===== src/cdg_pkg.sv =====
package cdg_pkg;
   // Controller mode expected for this processor interface
   localparam logic [1:0] CDG_MODE_SEL     = 2'h0;
   // Address width for 32 Mbytes of 16-bit words
   localparam int         CDG_ADDR_W       = 24;
   localparam int         CDG_MUX_W        = 12;
   // Row hold and column setup, in clock cycles
   localparam logic [3:0] CDG_ROW_HOLD_CYC = 4'h1;
   localparam logic [3:0] CDG_COL_SET_CYC  = 4'h1;
   // Precharge after an access or refresh
   localparam logic [3:0] CDG_PRECH_CYC    = 4'h2;
   // Refresh request interval and strobe width
   localparam logic [9:0] CDG_RFSH_INTV    = 10'h180;
   localparam logic [3:0] CDG_RFSH_RAS_CYC = 4'h3;
   localparam logic [3:0] CDG_ZERO4        = 4'h0;
   localparam logic [9:0] CDG_ZERO10       = 10'h000;
   // Cycles without a delay-line clock edge before it counts as stopped
   localparam logic [3:0] CDG_DLC_STALL    = 4'hF;
endpackage


===== src/cdg_if.sv =====
`timescale 1ns/1ps
`default_nettype none
interface cdg_if;
   import cdg_pkg::*;
   logic                  address_strobe_n;
   logic                  latch_en;
   logic [CDG_ADDR_W-1:0] addr;
   logic                  cs_n;
   logic                  access_strobe_n;
   logic                  xcvr_en_n;
   logic                  access_hold_wait;
   logic [1:0]            mode_sel;

   modport ctrl (
      input  latch_en, addr, cs_n, access_strobe_n, mode_sel,
      output access_hold_wait
   );
   modport cpu (
      output address_strobe_n, latch_en, addr, cs_n, access_strobe_n,
             xcvr_en_n, mode_sel,
      input  access_hold_wait
   );
endinterface
`default_nettype wire


===== src/cdg_dram_end.sv =====
`timescale 1ns/1ps
`default_nettype none
// Functional notes
// System runs the controller in mode 0
// Processor asserts address strobe with valid address
// Address latches transparent on strobe, hold after
// Latch enable is inverse of address strobe
// Row strobe on first edge after latch enable
// Row hold, switch to column, setup, column strobe
// Transceivers enabled by chip select and access strobe
// Refresh arbitrated; wait output stalls pending access
// Delay-line clock multiple of 2 MHz; only a stalled clock is flagged, and the testbench drives 25 MHz
// Up to 32 Mbytes via multiplexed row/column
// Strobes held until access ends, then precharge
module cdg_dram_end
   import cdg_pkg::*;
#(
   parameter int ADDR_W = CDG_ADDR_W,
   parameter int MUX_W  = CDG_MUX_W
)
(
   input  wire logic             ref_clk_i,
   input  wire logic             nrst_i,
   input  wire logic             delay_line_clock_i,
   cdg_if.ctrl                   bus,
   output logic [MUX_W-1:0]      dram_addr_o,
   output logic                  ras_n_o,
   output logic                  cas_n_o,
   output logic                  mode_err_o
);
   // Access path: IDLE, RAS, COLS, CAS, HOLD, PRE, back to IDLE.
   // Refresh path: IDLE, RFSH, PRE, back to IDLE.
   // HOLD waits on the processor, so a slow access stretches the
   // row strobe; the processor must not stall for longer than the
   // DRAM allows the row strobe to stay low.
   typedef enum logic [6:0]
   {
      CDG_IDLE  = 7'b0000001,
      CDG_RAS   = 7'b0000010,
      CDG_COLS  = 7'b0000100,
      CDG_CAS   = 7'b0001000,
      CDG_PRE   = 7'b0010000,
      CDG_RFSH  = 7'b0100000,
      CDG_HOLD  = 7'b1000000
   } cdg_dst_e;

   typedef struct packed
   {
      cdg_dst_e         st;
      logic [3:0]       cnt;
      logic [9:0]       rcnt;
      logic             rreq;
      logic             pend;
      logic             ras;
      logic             cas;
      logic             colsel;
      logic [MUX_W-1:0] maddr;
      logic             dlc_q;
      logic [3:0]       dlc_idle;
      logic             merr;
   } cdg_dram_s;

   cdg_dram_s s_reg;
   cdg_dram_s s_next;

   // Row half and column half of the latched address
   function automatic logic [MUX_W-1:0] cdg_half
   (
      input logic [ADDR_W-1:0] a,
      input logic              col
   );
      cdg_half = col ? a[MUX_W-1:0] : a[2*MUX_W-1:MUX_W];
   endfunction

   logic acc_on;
   assign acc_on = bus.latch_en | !bus.access_strobe_n | !bus.cs_n;

   always_comb
   begin
      s_next = s_reg;
      if (s_reg.rcnt == CDG_RFSH_INTV)
      begin
         s_next.rcnt = CDG_ZERO10;
         s_next.rreq = 1'b1;
      end
      else
      begin
         s_next.rcnt = s_reg.rcnt + 10'h001;
      end
      // Only activity of the delay-line clock is watched; its rate
      // cannot be measured against one reference clock cheaply
      s_next.dlc_q = delay_line_clock_i;
      if (delay_line_clock_i != s_reg.dlc_q)
      begin
         s_next.dlc_idle = CDG_ZERO4;
      end
      else if (s_reg.dlc_idle != CDG_DLC_STALL)
      begin
         s_next.dlc_idle = s_reg.dlc_idle + 4'h1;
      end
      s_next.merr = (bus.mode_sel != CDG_MODE_SEL)
                    | (s_reg.dlc_idle == CDG_DLC_STALL);
      if (s_reg.cnt != CDG_ZERO4)
      begin
         s_next.cnt = s_reg.cnt - 4'h1;
      end
      if (bus.latch_en)
      begin
         s_next.pend = 1'b1;
      end
      s_next.maddr = cdg_half(bus.addr, s_reg.colsel);
      unique case (s_reg.st)
         CDG_IDLE:
            if (s_reg.rreq)
            begin
               // Refresh wins a tie so rows never miss their interval
               s_next.st   = CDG_RFSH;
               s_next.ras  = 1'b1;
               s_next.rreq = 1'b0;
               s_next.cnt  = CDG_RFSH_RAS_CYC;
            end
            else if (bus.latch_en || s_reg.pend)
            begin
               s_next.st   = CDG_RAS;
               s_next.ras  = 1'b1;
               s_next.pend = 1'b0;
               s_next.cnt  = CDG_ROW_HOLD_CYC;
            end
         CDG_RAS:
            if (s_reg.cnt == CDG_ZERO4)
            begin
               s_next.colsel = 1'b1;
               s_next.st     = CDG_COLS;
               s_next.cnt    = CDG_COL_SET_CYC;
            end
         CDG_COLS:
            if (s_reg.cnt == CDG_ZERO4)
            begin
               s_next.cas = 1'b1;
               s_next.st  = CDG_CAS;
            end
         CDG_CAS:
            s_next.st = CDG_HOLD;
         CDG_HOLD:
            if (!acc_on)
            begin
               s_next.ras    = 1'b0;
               s_next.cas    = 1'b0;
               s_next.colsel = 1'b0;
               s_next.st     = CDG_PRE;
               s_next.cnt    = CDG_PRECH_CYC;
            end
         CDG_RFSH:
            if (s_reg.cnt == CDG_ZERO4)
            begin
               s_next.ras = 1'b0;
               s_next.st  = CDG_PRE;
               s_next.cnt = CDG_PRECH_CYC;
            end
         CDG_PRE:
            if (s_reg.cnt == CDG_ZERO4)
            begin
               s_next.st = CDG_IDLE;
            end
      endcase
   end

   always_ff @(posedge ref_clk_i)
   begin
      if (!nrst_i)
      begin
         s_reg.st     <= CDG_IDLE;
         s_reg.cnt    <= CDG_ZERO4;
         s_reg.rcnt   <= CDG_ZERO10;
         s_reg.rreq   <= 1'b0;
         s_reg.pend   <= 1'b0;
         s_reg.ras    <= 1'b0;
         s_reg.cas    <= 1'b0;
         s_reg.colsel <= 1'b0;
         s_reg.maddr  <= '0;
         s_reg.dlc_q    <= 1'b0;
         s_reg.dlc_idle <= CDG_ZERO4;
         s_reg.merr     <= 1'b0;
      end
      else
      begin
         s_reg <= s_next;
      end
   end

   // Wait holds the processor off until column strobe is reached
   assign bus.access_hold_wait = (bus.latch_en | s_reg.pend
                                 | (s_reg.st == CDG_RAS)
                                 | (s_reg.st == CDG_COLS)
                                 | (s_reg.st == CDG_RFSH)
                                 | (s_reg.st == CDG_PRE));
   assign dram_addr_o = s_reg.maddr;
   assign ras_n_o     = !s_reg.ras;
   assign cas_n_o     = !s_reg.cas;
   // Registered so a glitch on the select lines cannot pulse the flag
   assign mode_err_o  = s_reg.merr;
endmodule // cdg_dram_end
`default_nettype wire


===== src/flat_wrapper.sv =====
// flat-port wrapper written by rule: the top's interface ports become plain ports
module cdg_dram_end_flat import cdg_pkg::*;
#(
   parameter int ADDR_W = CDG_ADDR_W,
   parameter int MUX_W  = CDG_MUX_W
)
  (ref_clk_i, nrst_i, delay_line_clock_i, dram_addr_o, ras_n_o, cas_n_o, mode_err_o, bus_latch_en, bus_addr, bus_cs_n, bus_access_strobe_n, bus_mode_sel, bus_access_hold_wait);
  cdg_if bus_i ();
  input  wire logic ref_clk_i;
  input  wire logic nrst_i;
  input  wire logic delay_line_clock_i;
  output logic [MUX_W-1:0] dram_addr_o;
  output logic ras_n_o;
  output logic cas_n_o;
  output logic mode_err_o;
  input wire logic [$bits(bus_i.latch_en)-1:0] bus_latch_en;
  input wire logic [$bits(bus_i.addr)-1:0] bus_addr;
  input wire logic [$bits(bus_i.cs_n)-1:0] bus_cs_n;
  input wire logic [$bits(bus_i.access_strobe_n)-1:0] bus_access_strobe_n;
  input wire logic [$bits(bus_i.mode_sel)-1:0] bus_mode_sel;
  output wire logic [$bits(bus_i.access_hold_wait)-1:0] bus_access_hold_wait;
  assign bus_i.latch_en = bus_latch_en;
  assign bus_i.addr = bus_addr;
  assign bus_i.cs_n = bus_cs_n;
  assign bus_i.access_strobe_n = bus_access_strobe_n;
  assign bus_i.mode_sel = bus_mode_sel;
  assign bus_access_hold_wait = bus_i.access_hold_wait;
  cdg_dram_end #(.ADDR_W(ADDR_W), .MUX_W(MUX_W)) u_core (.ref_clk_i(ref_clk_i), .nrst_i(nrst_i), .delay_line_clock_i(delay_line_clock_i), .bus(bus_i), .dram_addr_o(dram_addr_o), .ras_n_o(ras_n_o), .cas_n_o(cas_n_o), .mode_err_o(mode_err_o));
endmodule

===== config.mk =====
export PLATFORM = sky130hd
export DESIGN_NAME = cdg_dram_end_flat
export DESIGN_NICKNAME = d
export VERILOG_FILES = /design/src/cdg_pkg.sv /design/src/cdg_if.sv /design/src/cdg_dram_end.sv /design/src/flat_wrapper.sv
export SDC_FILE = /design/constraint.sdc
export NUM_CORES = 1
export LEC_CHECK = 0
export BUFFER_PORTS_ARGS = -buffer_cell sky130_fd_sc_hd__clkbuf_2
export CORE_MARGIN = 2
export CORE_UTILIZATION = 40
export CTS_CLUSTER_SIZE = 24
export DETAILED_ROUTE_END_ITERATION = 6
export PLACE_DENSITY = 0.61
export SLEW_MARGIN = 30
export SYNTH_ARGS = -nofsm -noshare
export SYNTH_HDL_FRONTEND = slang
export SYNTH_SLANG_ARGS = --single-unit
export TNS_END_PERCENT = 1

===== constraint.sdc =====
create_clock -name ref_clk_i -period 2.4 [get_ports ref_clk_i]
set_input_delay 0.6 -clock ref_clk_i [delete_from_list [all_inputs] [get_ports ref_clk_i]]
set_output_delay 0.6 -clock ref_clk_i [all_outputs]
set_load 0.005 [all_outputs]

==> results of run 1 <==
[kinds of logic (layout without fill, tap and decap cells)]
family / count (synthesis) / count (layout) / share of synthesized area
AND/OR/NAND/NOR: 111 / 111 / 0.259
flip-flops: 44 / 44 / 0.389
AO/OA/AOI/OAI: 37 / 37 / 0.112
buffers and inverters: 34 / 70 / 0.0961
XOR/XNOR: 13 / 13 / 0.0536
multiplexers: 13 / 13 / 0.0574
adder cells (fa/ha/maj): 6 / 6 / 0.0331
[critical path, delay by kind of cell (launching register included)]
| kind | cells | cell delay [ps] |
|---|---|---|
| AO/OA/AOI/OAI | 1 | 150 |
| buffers and inverters | 1 | 110 |
| flip-flops | 1 | 400 |
| AND/OR/NAND/NOR | 4 | 570 |
[worst max path at each step]
stage,cells after the start,to
finish,6,bus_access_hold_wait
global route,6,bus_access_hold_wait
CTS,6,bus_access_hold_wait
detailed placement,6,bus_access_hold_wait
global placement,6,bus_access_hold_wait
floorplan,6,bus_access_hold_wait
[through the flow]
stage | worst slack (ps) | power [mW] | hold slack, ps
after floorplan | 702 | 1.19 | 438
after detailed placement | 556 | 1.31 | 469
after global routing | 65.8 | 1.97 | 525
after global placement | 570 | 1.30 | 462
after CTS | 191 | 1.87 | 488
final | 277 | 1.85 | 482
[routing by layer]
metal / vias up / wire [um] / global-route usage
met5: - / 0 / 0
met4: 0 / 64 / 0.0586
met3: 6 / 351 / 0.0398
met2: 66 / 2070 / 0.242
met1: 847 / 2210 / 0.210
li1: 947 / - / -
[cell usage after synthesis (all sizes together), types with 2 or more instances]
cell / instances / area (um2)
dfxtp: 44 / 881
nor2: 42 / 158
buf: 19 / 151
mux2i: 13 / 130
nand2: 13 / 48.8
nor3: 13 / 81.3
inv: 9 / 33.8
nand3: 9 / 45.0
a21oi: 8 / 40.0
o21ai: 8 / 40.0
xor2: 7 / 68.8
and2: 6 / 38.8
clkbuf: 6 / 32.5
ha: 6 / 75.1
xnor2: 6 / 52.6
nand4: 4 / 25.0
nor3b: 4 / 35.0
a31oi: 3 / 18.8
and3: 3 / 18.8
nor2b: 3 / 18.8
o21a: 3 / 22.5
a211oi: 2 / 20.0
and2b: 2 / 15.0
nor4: 2 / 18.8
nor4b: 2 / 17.5
o211ai: 2 / 15.0
or2b: 2 / 17.5
or3: 2 / 12.5
[layout make-up]
| class | instances | share of cell area |
|---|---|---|
| clock inverter | 2 | 0.0137 |
| timing repair buffer | 53 | 0.109 |
| clock buffer | 6 | 0.0283 |
| inverter | 9 | 0.0132 |
| tap | 72 | 0.0352 |
| sequential | 44 | 0.345 |
| multi-input combinational | 180 | 0.456 |
[power groups by stage]
| stage | Clock (mW) | Sequential [mW] | Combinational, mW |
|---|---|---|---|
| final | 0.556 | 0.856 | 0.443 |
| after global routing | 0.606 | 0.864 | 0.503 |
| after CTS | 0.579 | 0.855 | 0.437 |
| after detailed placement | 0 | 0.872 | 0.435 |
| after global placement | 0 | 0.870 | 0.431 |
| after floorplan | 0 | 0.837 | 0.353 |
[timing repair]
action,in CTS,in global routing
setup endpoints to repair,0,1
gates resized for setup,0,2
hold buffers,0,0
==> impl_metrics.tcl, run 1 <==
set metrics [dict create \
    cpMostUsedCell "nand2_1" \
    path_clk_slew_ps 80 \
    hold_class "register to register" \
    start_util 0.414 \
    hp-start "u_core.s_reg[23]" \
    cp_cell_sequence "nor3_4 > nand2_1 > o21ai_0 > nand2_1 > nand2_1 > clkbuf_2" \
    cts_tree "built" \
    finalInstanceArea_mm2 0.00256 \
    worst_slew_pin_slew_ps 708 \
    grtUsageTotal 0.156 \
    clock_sinks 44 \
    min_path_cells 1 \
    r2r_slack_ps 550 \
    avgSynthCellArea_um2 8.78 \
    grt_overflow 0 \
    via_count 1866 \
    combinationalPowerShare 0.239 \
    dp.cells 358 \
    drive_above_1_share 0.255 \
    grt_pass1_wl_um 7850 \
    setup_tns_ps 0 \
    nets 331 \
    cts_root_buffer "clkbuf_8" \
    die_x_um 79.3 \
    num_antenna_cells 0 \
    rsz0062_at_grt "no" \
    post_cts_buffers 0 \
    crit_start "u_core.s_reg[39]" \
    clockBufferDepth 2 \
    slowest_stage "dfxtp_1" \
    syn_inst 258 \
    finalWirelength_um 4700 \
    synth_enable_flop_cells 0 \
    via_per_inst 5.10 \
    drtAntennaViolNets 0 \
    p_sw_frac 0.297 \
    fp.dieArea_mm2 0.00628 \
    cts_buffers 5 \
    top_level_ports 48 \
    dpl_cell_area_mm2 0.00245 \
    final-setup-viol-count 0 \
    area_growth_pct 13.1 \
    skew_ps 11.4 \
    die_y_um 79.3 \
    cp_max_fo 8 \
    cap_viol_max_count 0 \
    crit_arrival_ps 1520 \
    synth_fp_nets 296 \
    synth-seq-area-share 0.389 \
    seq_area_um2 883 \
    fin_util 0.468 \
    final_cells 366 \
    grt_start_max_net_pins 17 \
    reg2reg_to "u_core.s_reg[20]" \
    status "completed" \
    ys_warn_count 0 \
    critPathKind "register to output port" \
    largest_reg_flops 31 \
    firstDrtPassIters 4 \
    hold_viol_final 0 \
    p_leak_nw 1.09 \
    fmax_mhz 471 \
    synthArstFlopShare 0 \
    p_per_area_mw_per_mm2 724 \
    ys_ff_latch 44 \
    internal_power_mw 1.30 \
    layout_common_cells "47 x clkbuf_2, 42 x nor2_1, 42 x dfxtp_1" \
    r2r_start "u_core.s_reg[33]" \
    synth_flop_cell "dfxtp_1" \
    antenna_found_initial 0 \
    first_global_vias 1684 \
    port_buffers 47 \
    worstHoldEndpoint "u_core.s_reg[23]" \
    cp-start-kind "register" \
    pwr-share-clk 0.300 \
    final_common_cell "clkbuf_2" \
    ys_types 55 \
    period_share 0.885 \
    nFillCells 558 \
    cp-end-kind "output port" \
    htreeDepth 2 \
    dr.first_iter.drc_count 71 \
    required_ps 1800 \
    peakVddDrop_uv 323 \
    routabilityCongestion 0.901 \
    worstSkewPairLatency_ps 300 \
    drc 0 \
    switchingPower_uw 550 \
    fin_crit_ps 2120 \
    seqPwrFrac 0.461 \
    critPathMaxStageDelay_ps 400 \
    multi_input_comb_area_mm2 0.00117 \
    post-dp-hpwl_um 3510 \
    syn_area_mm2 0.00227 \
    relSlewSlack 0.527 \
    slew_violations 0 \
    ff2ff_path_depth 8 \
    wl_per_cell_um 12.8 \
    num_rows 27 \
    core_area_mm2 0.00547 \
]
Note: power is estimated with default switching activity, not from simulation.
==> run 2: changes to the inputs <==
- ABC_AREA: default -> 0
- GPL_TIMING_DRIVEN: default -> 0
- clock period: 2.4 -> 2.3 ns (I/O delays scaled with it)
==> run 2 against run 1 <==
Effect of this change: non-clock buffer count is 19 higher; combinational power rose by 12%; first-iteration DRC count shrank 8.5%; final area rose by 5.5%; register-to-register slack worse by 40 ps; critical endpoint unchanged; largest power group unchanged.
==> impl_metrics.tcl, run 2 (same netlist as run 1, synthesis figures left out) <==
set metrics [dict create \
    pwr-share-clk 0.301 \
    cts_buffers 5 \
    start_util 0.414 \
    post_cts_buffers 0 \
    p_per_area_mw_per_mm2 722 \
    port_buffers 47 \
    worstSkewPairLatency_ps 300 \
    firstDrtPassIters 4 \
    cp_cell_sequence "nor3_4 > nand2_1 > o21ai_2 > nand2_1 > nand2_1 > clkbuf_2" \
    combinationalPowerShare 0.255 \
    skew_ps 5.11 \
    p_sw_frac 0.292 \
    fin_crit_ps 2110 \
    top_level_ports 48 \
    layout_common_cells "47 x clkbuf_2, 44 x dfxtp_1, 42 x nor2_1" \
    slew_violations 0 \
    cp-start-kind "register" \
    fp.dieArea_mm2 0.00628 \
    cap_viol_max_count 0 \
    required_ps 1730 \
    critPathMaxStageDelay_ps 420 \
    peakVddDrop_uv 239 \
    finalPower_mw 1.95 \
    p_leak_nw 1.18 \
    nets 350 \
    grtUsageTotal 0.152 \
    grt_pass1_wl_um 7560 \
    die_y_um 79.3 \
    postCtsHoldBufs 0 \
    via_per_inst 4.89 \
    dpl_cell_area_mm2 0.00259 \
    routabilityCongestion 0.938 \
    first_global_vias 1677 \
    core_area_mm2 0.00547 \
    internal_power_mw 1.38 \
    antenna_found_initial 0 \
    largest_reg_flops 31 \
    grt_overflow 0 \
    clockBufferDepth 2 \
    num_rows 27 \
    drtAntennaViolNets 0 \
    drive_above_1_share 0.281 \
    htreeDepth 2 \
    crit_arrival_ps 1530 \
    cts_root_buffer "clkbuf_8" \
    period_share 0.917 \
    fmax_mhz 474 \
    hold_class "register to register" \
    cts_tree "built" \
    cp_max_fo 8 \
    grt_start_max_net_pins 14 \
    dr.first_iter.drc_count 65 \
    path_buf_inv 1 \
    cp-end-kind "output port" \
    post_cts_resize_count 0 \
    drc 0 \
    path_clk_slew_ps 80 \
    area_growth_pct 19.3 \
    rsz0062_at_grt "no" \
    num_antenna_cells 0 \
    die_x_um 79.3 \
    status "completed" \
    crit_family "simple AND/OR/NAND/NOR gates" \
    finalWirelength_um 4680 \
    final_common_cell "clkbuf_2" \
    wl_per_cell_um 12.2 \
    via_count 1882 \
    worst_slew_pin_slew_ps 543 \
    finalInstanceArea_mm2 0.00270 \
    slowest_stage "dfxtp_1" \
    cpMostUsedCell "nand2_1" \
    seqPwrFrac 0.444 \
    setup_slack_ps 191 \
    setup_tns_ps 0 \
    critPathKind "register to output port" \
    hold_viol_final 0 \
    final-setup-viol-count 0 \
    dpl_worst_slack_ps 357 \
    clock_sinks 44 \
    post-dp-hpwl_um 3570 \
    relSlewSlack 0.628 \
    switchingPower_uw 570 \
]
run 2: cell types whose count changed in the layout (fill, tap and decap cells not counted), sizes merged:
| cell | delta |
|---|---|
| buf | +13 |
| clkbuf | +6 |
run 2: worst reg2reg max path: stages, from the launching register on:
cell	delay (ps)
dfxtp_1	330
inv_1	80
ha_1	190
nor3b_2	300
inv_2	150
and2_1	200
nand2_1	90
o211ai_1	90
a31o_2	270
run 2: stage by stage:
stage | instances | hold slack (ps) | util
CTS | 385 | 481 | 0.493
global route | 385 | 507 | 0.494
global placement | 377 | 463 | 0.473
finish | 385 | 482 | 0.494
detailed placement | 377 | 461 | 0.473
floorplan | 258 | 438 | -
run 2: routing by layer:
layer | global-route usage | up-vias | part of all wire
li1 | - | 986 | -
met4 | 0.0707 | 0 | 0.015
met2 | 0.235 | 49 | 0.42
met3 | 0.0261 | 9 | 0.056
met5 | 0 | - | 0
met1 | 0.206 | 838 | 0.51
run 2: worst paths after layout:
kind	cells past startpoint	start	slack, ps	end
worst max-delay path	6	u_core.s_reg[39]	190	bus_access_hold_wait
worst min-delay path	1	u_core.s_reg[23]	480	u_core.s_reg[23]
worst max register to register	8	u_core.s_reg[33]	510	u_core.s_reg[20]
worst min register to register	1	u_core.s_reg[23]	480	u_core.s_reg[23]
run 2: power groups by stage:
stage	Combinational (mW)	Sequential (mW)	Clock (mW)
after CTS	0.500	0.866	0.605
after floorplan	0.368	0.873	0
after global routing	0.550	0.875	0.629
final	0.497	0.866	0.587
after global placement	0.493	0.881	0
after detailed placement	0.497	0.883	0
run 2: final cells by class:
| cell class | instances | area [um2] |
|---|---|---|
| Timing Repair Buffer | 47 | 235 |
| Inverter | 9 | 33.8 |
| Tap cell | 72 | 90.1 |
| Multi-Input combinational cell | 180 | 1170 |
| Clock buffer | 6 | 72.6 |
| Clock inverter | 2 | 35.0 |
| Fill cell | 555 | 2770 |
| Buffer | 25 | 184 |
| Sequential cell | 44 | 881 |
